`config.mk`:
```
export PLATFORM = sky130hd
export DESIGN_NAME = pidsel_top
export DESIGN_NICKNAME = d
export VERILOG_FILES = /design/src/rtl/pidsel_pkg.sv /design/src/rtl/pidsel_regs.sv /design/src/rtl/pidsel_top.sv
export SDC_FILE = /design/constraint.sdc
export NUM_CORES = 2
export LEC_CHECK = 0
export BUFFER_PORTS_ARGS = -buffer_cell sky130_fd_sc_hd__buf_2
export CAP_MARGIN = 30
export CORE_MARGIN = 10
export CORE_UTILIZATION = 30
export DETAILED_ROUTE_END_ITERATION = 16
export HOLD_SLACK_MARGIN = 0.1
export PLACE_DENSITY = 0.54
export SETUP_SLACK_MARGIN = 0.4
export SLEW_MARGIN = 20
export SYNTH_ARGS = -nofsm -noshare
export SYNTH_HDL_FRONTEND = slang
export SYNTH_SLANG_ARGS = --single-unit
export TNS_END_PERCENT = 10
```
`constraint.sdc`:
```
create_clock -name sys_clk -period 172 [get_ports sys_clk]
set_input_delay 17.2 -clock sys_clk [delete_from_list [all_inputs] [get_ports sys_clk]]
set_output_delay 17.2 -clock sys_clk [all_outputs]
set_load 0.01 [all_outputs]
```
`src/rtl/pidsel_pkg.sv`:
```
// package: constants and carrier types for the pid source and mode selector
package pidsel_pkg;
   // digital input function codes
   localparam logic [7:0] DI_PID_DISABLE   = 8'h13;
   localparam logic [7:0] DI_INT_RESET     = 8'h1E;
   localparam logic [7:0] DI_INT_HOLD      = 8'h1F;
   localparam logic [7:0] DI_SOFT_START    = 8'h22;
   localparam logic [7:0] DI_INPUT_INVERT  = 8'h23;
   // second analog input functions
   localparam logic [3:0] AI2_FEEDBACK     = 4'hB;
   localparam logic [3:0] AI2_TARGET       = 4'hC;
   // pulse input functions
   localparam logic [1:0] PI_FREQ_REF      = 2'h0;
   localparam logic [1:0] PI_FEEDBACK      = 2'h1;
   localparam logic [1:0] PI_TARGET        = 2'h2;
   // communication registers
   localparam logic [3:0] REG_COMM_TARGET  = 4'h6;
   localparam logic [3:0] REG_COMM_ENABLE  = 4'hF;
   localparam int         COMM_TGT_EN_BIT  = 1;
   localparam logic [15:0] COMM_RESET_VAL  = 16'h0000;
   // full scale percent in 0.01 % units
   localparam logic [15:0] FULL_SCALE_PCT  = 16'h2710;
   localparam int          NUM_DI          = 5;

   typedef enum logic [1:0] {PIDSEL_SRC_NONE, PIDSEL_SRC_AI2, PIDSEL_SRC_PULSE, PIDSEL_SRC_COMM} pidsel_dummy_t;

   typedef struct packed {
      logic pid_disable;
      logic int_reset;
      logic int_hold;
      logic soft_start_off;
      logic input_invert;
   } pidsel_di_t;

   typedef struct packed {
      logic direct_out;
      logic add_comp;
      logic d_on_fb;
      logic d_enable;
   } pidsel_mode_t;
endpackage : pidsel_pkg

```
`src/rtl/pidsel_regs.sv`:
```
// communication register pair: target value and source enable flags
`timescale 1ns/100ps
module pidsel_regs (
   // clock and reset
   input  wire logic        sys_clk,
   input  wire logic        srst,
   // host write/read port
   input  wire logic        wr_en,
   input  wire logic [3:0]  addr,
   input  wire logic [15:0] wdata,
   output logic      [15:0] rdata_q,
   // stored values
   output logic      [15:0] target_q,
   output logic      [15:0] flags_q
);
   wire sel_target = (addr == pidsel_pkg::REG_COMM_TARGET);
   wire sel_flags  = (addr == pidsel_pkg::REG_COMM_ENABLE);
   wire [15:0] rd_mux = sel_target ? target_q : (sel_flags ? flags_q : 16'h0000);

   // unmapped addresses read zero, writes to them are dropped
   always_ff @(posedge sys_clk) begin
      if (srst) begin
         target_q <= pidsel_pkg::COMM_RESET_VAL;
         flags_q  <= pidsel_pkg::COMM_RESET_VAL;
         rdata_q  <= 16'h0000;
      end else begin
         if (wr_en && sel_target) target_q <= wdata;
         if (wr_en && sel_flags)  flags_q  <= wdata;
         rdata_q <= rd_mux;
      end
   end
endmodule : pidsel_regs

```
`src/rtl/pidsel_top.sv`:
```
// top: pid source allocation, method decode, target scaling and error flags
`timescale 1ns/100ps
module pidsel_top #(
   parameter int NUM_MON = 32
) (
   // clock and reset
   input  wire logic                   sys_clk,
   input  wire logic                   srst,
   // multi-function digital inputs: pins and selectors
   input  wire logic [4:0]             di_pin,
   input  wire logic [4:0][7:0]        multi_function_digital_input_select,
   // source selectors
   input  wire logic [3:0]             second_analog_input_function_select,
   input  wire logic [1:0]             pulse_input_function_select,
   input  wire logic [2:0]             pid_method_select,
   input  wire logic                   target_parameter_enable,
   input  wire logic [15:0]            target_parameter_value,
   input  wire logic [7:0]             monitor_feedback_select,
   input  wire logic [15:0]            derivative_time,
   // drive events
   input  wire logic                   reset_cmd,
   input  wire logic                   drive_stop,
   // source values
   input  wire logic [15:0]            first_analog_input,
   input  wire logic [15:0]            second_analog_input,
   input  wire logic [15:0]            pulse_input,
   input  wire logic [15:0]            freq_ref_hz,
   input  wire logic [15:0]            full_scale_hz,
   input  wire logic [NUM_MON-1:0][15:0] internal_monitor_items,
   // serial host register port
   input  wire logic                   comm_wr,
   input  wire logic [3:0]             comm_addr,
   input  wire logic [15:0]            comm_wdata,
   output logic      [15:0]            comm_rdata,
   // outputs to the pid and frequency path
   output logic                        pid_enable_q,
   output logic                        int_clear_q,
   output logic                        int_hold_q,
   output logic                        soft_start_en_q,
   output logic                        input_invert_q,
   output pidsel_pkg::pidsel_mode_t    mode_q,
   output logic      [15:0]            target_pct_q,
   output logic      [15:0]            feedback_q,
   output logic                        pulse_is_freq_ref_q,
   output logic                        configuration_error_q
);
   ////////////////////////////////////////////////////////////////////////////
   // pin synchronisers
   logic [4:0] di_s1_q, di_s2_q;
   logic       rst_s1_q, rst_s2_q, stop_s1_q, stop_s2_q;
   always_ff @(posedge sys_clk) begin
      if (srst) begin
         di_s1_q   <= 5'h00;
         di_s2_q   <= 5'h00;
         rst_s1_q  <= 1'b0;
         rst_s2_q  <= 1'b0;
         stop_s1_q <= 1'b0;
         stop_s2_q <= 1'b0;
      end else begin
         di_s1_q   <= di_pin;
         di_s2_q   <= di_s1_q;
         rst_s1_q  <= reset_cmd;
         rst_s2_q  <= rst_s1_q;
         stop_s1_q <= drive_stop;
         stop_s2_q <= stop_s1_q;
      end
   end

   ////////////////////////////////////////////////////////////////////////////
   // digital input function decode, one slice per terminal
   // nets, since each generate slice drives its own bit
   wire  [4:0] on_dis, on_rst, on_hold, on_soft, on_inv, has_rst;
   genvar gi;
   generate
      for (gi = 0; gi < pidsel_pkg::NUM_DI; gi++) begin : g_di
         wire [7:0] fsel = multi_function_digital_input_select[gi];
         assign on_dis[gi]  = di_s2_q[gi] && (fsel == pidsel_pkg::DI_PID_DISABLE);
         assign has_rst[gi] = (fsel == pidsel_pkg::DI_INT_RESET);
         assign on_rst[gi]  = di_s2_q[gi] && has_rst[gi];
         assign on_hold[gi] = di_s2_q[gi] && (fsel == pidsel_pkg::DI_INT_HOLD);
         assign on_soft[gi] = di_s2_q[gi] && (fsel == pidsel_pkg::DI_SOFT_START);
         assign on_inv[gi]  = di_s2_q[gi] && (fsel == pidsel_pkg::DI_INPUT_INVERT);
      end
   endgenerate

   ////////////////////////////////////////////////////////////////////////////
   // method decode
   wire meth_direct = (pid_method_select == 3'h1) || (pid_method_select == 3'h2);
   wire meth_comp   = (pid_method_select == 3'h3) || (pid_method_select == 3'h4);
   wire meth_dfb    = (pid_method_select == 3'h2) || (pid_method_select == 3'h4);
   wire d_on        = (derivative_time != 16'h0000);
   wire pid_active  = (meth_direct || meth_comp) && !(|on_dis);
   // integral clear: pin on, or reset command, or stop while pid active, with code 30 assigned
   wire int_clr     = (|on_rst) || ((|has_rst) && (rst_s2_q || (stop_s2_q && pid_active)));

   ////////////////////////////////////////////////////////////////////////////
   // communication registers
   logic [15:0] comm_target, comm_flags;
   pidsel_regs u_regs (
      .sys_clk  (sys_clk),
      .srst     (srst),
      .wr_en    (comm_wr),
      .addr     (comm_addr),
      .wdata    (comm_wdata),
      .rdata_q  (comm_rdata),
      .target_q (comm_target),
      .flags_q  (comm_flags)
   );

   ////////////////////////////////////////////////////////////////////////////
   // source allocation
   wire tgt_ai2   = (second_analog_input_function_select == pidsel_pkg::AI2_TARGET);
   wire fb_ai2    = (second_analog_input_function_select == pidsel_pkg::AI2_FEEDBACK);
   wire tgt_pulse = (pulse_input_function_select == pidsel_pkg::PI_TARGET);
   wire fb_pulse  = (pulse_input_function_select == pidsel_pkg::PI_FEEDBACK);
   wire pulse_ref = (pulse_input_function_select == pidsel_pkg::PI_FREQ_REF);
   wire tgt_comm  = comm_flags[pidsel_pkg::COMM_TGT_EN_BIT];
   wire tgt_par   = target_parameter_enable;
   wire mon_ok    = (monitor_feedback_select != 8'h00) && (monitor_feedback_select < NUM_MON);
   wire fb_mon    = mon_ok;
   wire [2:0] n_tgt = {2'b00, tgt_ai2} + {2'b00, tgt_pulse} + {2'b00, tgt_comm} + {2'b00, tgt_par};
   wire [1:0] n_fb  = {1'b0, fb_ai2} + {1'b0, fb_pulse} + {1'b0, fb_mon};
   // recomputed every cycle, so the flag drops once the conflict is gone
   wire cfg_err   = (n_tgt > 3'h1) || (n_fb > 2'h1);

   // target selection; alternates ignored outside methods 3/4
   wire [15:0] ref_pct;
   wire [15:0] tgt_src = !meth_comp ? ref_pct :
                         tgt_ai2    ? second_analog_input :
                         tgt_pulse  ? pulse_input :
                         tgt_comm   ? comm_target :
                         tgt_par    ? target_parameter_value :
                                      ref_pct;
   // feedback: analog two, pulse, monitor, else first analog
   wire [7:0]  mon_idx = mon_ok ? monitor_feedback_select : 8'h00;
   wire [15:0] fb_src  = fb_ai2 && !tgt_ai2 ? second_analog_input :
                         fb_pulse           ? pulse_input :
                         fb_mon             ? internal_monitor_items[mon_idx] :
                                              first_analog_input;

   ////////////////////////////////////////////////////////////////////////////
   // hz to percent: full scale reads 100.00 %; division kept small by one divider
   wire [31:0] num = {16'h0000, freq_ref_hz} * {16'h0000, pidsel_pkg::FULL_SCALE_PCT};
   wire [31:0] quo = (full_scale_hz == 16'h0000) ? 32'h0000_0000 : num / {16'h0000, full_scale_hz};
   assign ref_pct  = (quo > {16'h0000, pidsel_pkg::FULL_SCALE_PCT}) ? pidsel_pkg::FULL_SCALE_PCT : quo[15:0];

   ////////////////////////////////////////////////////////////////////////////
   // output registers
   always_ff @(posedge sys_clk) begin
      if (srst) begin
         pid_enable_q          <= 1'b0;
         int_clear_q           <= 1'b0;
         int_hold_q            <= 1'b0;
         soft_start_en_q       <= 1'b1;
         input_invert_q        <= 1'b0;
         mode_q                <= '0;
         target_pct_q          <= 16'h0000;
         feedback_q            <= 16'h0000;
         pulse_is_freq_ref_q   <= 1'b1;
         configuration_error_q <= 1'b0;
      end else begin
         pid_enable_q          <= pid_active;
         int_clear_q           <= int_clr;
         int_hold_q            <= |on_hold;
         soft_start_en_q       <= !(|on_soft);
         input_invert_q        <= |on_inv;
         mode_q.direct_out     <= meth_direct && pid_active;
         mode_q.add_comp       <= meth_comp && pid_active;
         mode_q.d_on_fb        <= meth_dfb;
         mode_q.d_enable       <= d_on;
         target_pct_q          <= tgt_src;
         feedback_q            <= fb_src;
         pulse_is_freq_ref_q   <= pulse_ref;
         configuration_error_q <= cfg_err;
      end
   end
endmodule : pidsel_top

```
==> qor.tcl <==
set qor(drt_pass1_iterations) 6
set qor(postRouteAntennaNets) 0
set qor(ctsHtreeMaxLevel) 3
set qor(synth_nets) 6155
set qor(critical_path.startpoint_type) {input pin}
set qor(postCtsSetupRepairBufs) 0
set qor(drv_slew) 0
set qor(detail_route.iter0.violations) 3381
set qor(grt_pass1_wl_um) 271000
set qor(clock_sink_count) 105
set qor(ys_seq_area_share_pct) 5.84
set qor(tritoncts) {done}
set qor(placement.io_buffers) 770
set qor(holdBufCountCts) 0
set qor(sum_of_negative_setup_slack_ns) 0
set qor(reg_area_um2) 2100
set qor(place_congestion) 0.983
set qor(finalCriticalPeriod_ns) 121.73
set qor(nFillCells) 12875
set qor(grt_setup_unrepaired) {no}
set qor(clk_lat_worst_skew_ns) 0.39
set qor(first_global_vias) 40774
set qor(syn2layout_area_growth_pct) 16.7
set qor(synth_enable_flop_cells) 0
set qor(layout-drive-gt1-share_pct) 20.7
set qor(finalCritPeriodShare_pct) 70.8
set qor(postSynthCellCount) 4943
set qor(die_width_um) 366
set qor(synth-warning-count) 0
set qor(worst_ep_required_time_ns) 172.26
set qor(top_ports) 771
set qor(grt_overflow_total) 0
set qor(coreArea_um2) 119000
set qor(run_status) {complete, no violations}
set qor(final_hold_viols) 0
set qor(num_vias) 41928
set qor(rrSetupSlack_ns) 169.30
set qor(detailedPlacementHpwl_um) 160000
set qor(max_freq_mhz) 8.22
set qor(synth_flop_cell) {dfxtp_1}
set qor(post_drt_wl_per_cell_um) 26.1
set qor(number_of_synthesized_register_bits) 105
set qor(start_util_pct) 30.3
set qor(antenna_found_initial) 64
set qor(grt_max_degree) 102
set qor(final_report_setup_violation_count) 0
set qor(worst_setup_path_end_kind) {register}
set qor(hold_path_class) {register to register}
set qor(transition_time_of_the_tightest_slew_check_pin_ns) 1.20
set qor(clk_transition_reported_paths_ns) 0.09
set qor(postSynth.asyncResetShare_pct) 0
set qor(num_rows) 126
set qor(max-slew-margin-rel_pct) 20.3
set qor(max_stage_delay_ns) 0.78
set qor(die-area_um2) 134000
set qor(synth_cell_types) 124
set qor(cts-root-to-sink-buffers) 2
set qor(cts_made_buffers) 9
set qor(synthesis.area_per_instance_um2) 7.28
set qor(critical_path.most_common_cell) {o21a_1}
set qor(multi_input_comb_area_um2) 32200
set qor(crit_slowest_cell) {o41ai_2}
set qor(via_per_inst) 5.81
set qor(totalWireLength_um) 188000
set qor(netlist_area_um2) 36000
set qor(finClkSkew_ns) 0.0221
set qor(postCtsResizedCells) 0
set qor(nets) 6782
set qor(timing.setup.critical_path_class) {input pin to register}
set qor(drv.max_cap_violation_count) 0
set qor(critical_path_fanout_max) 32
set qor(chipHeight_um) 366
set qor(clock_root_buffer) {clkbuf_16}
set qor(drc) 0
set qor(worst_ep_arrival_time_ns) 121.98
set qor(gr-usage-all-layers_pct) 26.3
[critical path: cells and delay by family]
family,cells,cell delay [ns]
buffers and inverters,23,3.26
adders and majority gates,38,12.35
muxes,3,1.06
AOI/OAI and AO/OA,279,65.61
and+or+nand+nor,100,22.32
[sequential cells by signal (all words and copies together), names as in the netlist]
name,flops
int_clear_q,1
di_s1_q,5
input_invert_q,1
stop_s2_q,1
mode_q,4
u_regs.target_q,16
u_regs.flags_q,16
pid_enable_q,1
target_pct_q,16
rst_s2_q,1
di_s2_q,5
feedback_q,16
stop_s1_q,1
configuration_error_q,1
u_regs.rdata_q,16
pulse_is_freq_ref_q,1
rst_s1_q,1
soft_start_en_q,1
int_hold_q,1
[metal layers]
| metal | up-vias | share of wire (%) | wire length (µm) | global-route usage (%) |
|---|---|---|---|---|
| met4 | 20 | 6.3 | 11900 | 13.7 |
| met1 | 19814 | 39 | 74000 | 30.6 |
| met2 | 1650 | 48 | 90200 | 46.3 |
| met3 | 310 | 6.3 | 11900 | 3.97 |
| met5 | - | 0.075 | 142 | 0 |
| li1 | 20134 | - | - | - |
[metrics by stage]
stage | cells | hold WS [ns] | setup slack, ns | instance area (µm²) | util [%]
3_3_place_gp | 7152 | 0.442 | 53.29 | 41500 | 35.0
5_1_grt | 7198 | 0.468 | 42.57 | 41900 | 35.4
6_report | 7213 | 0.454 | 50.27 | 42000 | 35.4
2_1_floorplan | 4943 | 0.414 | 60.45 | 36000 | -
3_5_place_dp | 7155 | 0.439 | 51.08 | 41500 | 35.0
4_1_cts | 7171 | 0.459 | 51.03 | 41900 | 35.3
[kinds of logic (layout without fill, tap and decap cells)]
group,count (synthesis),count (layout),synth area share (%)
xor+xnor,199,199,4.98
flops,105,105,5.84
compound gates,1660,1660,32.3
fa+ha+maj,500,500,18.2
mux,237,237,9.16
simple gates,1809,1809,24.8
buf+inv,432,1064,4.71
other cells,1,39,0.0104
[synth_stat cells (all sizes together), types with 14 or more instances]
master     n  area, µm²
nand2b    56        350
nor3b     15        113
nand3    109        556
o31a      18        159
o31ai    115        982
nor4      60        442
o21ai    240       1230
clkbuf   182        683
o211ai    35        283
a211oi   226       1720
mux4      64       1440
o2111ai   16        140
nand2    447       1690
fa        37        741
nand4     54        344
xor2      75        664
nor4b     15        131
inv      195        732
or2       44        275
dfxtp    105       2100
a21boi    16        120
a21o     117        878
nor2     447       1680
and2      53        332
o21bai    19        143
o22ai     22        144
buf       54        274
or4       18        139
mux2      74        837
a21oi    342       1720
ha       463       5790
a31oi     44        275
nor3     259       1330
xnor2    122       1080
or3       51        324
and3      99        619
a22oi     24        180
o21a     219       1640
a211o     15        131
mux2i     99       1020
o211a     14        140
nor2b     46        288
a221oi    41        359
[cell type report]
class / count / share of cell area, %
multi-input cells: 4406 / 76.8
repair buffers: 852 / 10.7
flip-flops and latches: 105 / 5.01
well taps: 1600 / 4.77
inverters: 196 / 1.75
clock buffers: 9 / 0.537
diodes: 38 / 0.227
clock inverters: 7 / 0.218
[worst paths after layout]
check	from	end	depth (start not counted)
worst min register to register	di_s1_q[4]$_SDFF_PP0_	di_s2_q[4]$_SDFF_PP0_	1
worst min-delay path	di_s1_q[4]$_SDFF_PP0_	di_s2_q[4]$_SDFF_PP0_	1
worst max-delay path	freq_ref_hz[5]	target_pct_q[4]$_SDFF_PP0_	443
worst max register to register	u_regs.flags_q[1]$_SDFFE_PP0P_	target_pct_q[12]$_SDFF_PP0_	6
[layout by cell type (no fill, tap or decap), drive strengths merged, types with 74 or more instances in the layout]
cell type  instances
o31ai            115
o21ai            240
nand2            447
o21a             219
xnor2            122
dfxtp            105
nor2             447
mux2i             99
nor3             259
mux2              74
xor2              75
a21oi            342
and3              99
inv              196
nand3            109
a211oi           226
buf              849
ha               463
a21o             117
Power is not shown: default switching activity piles up to over one toggle a cycle in this logic, so the estimate is an artifact.
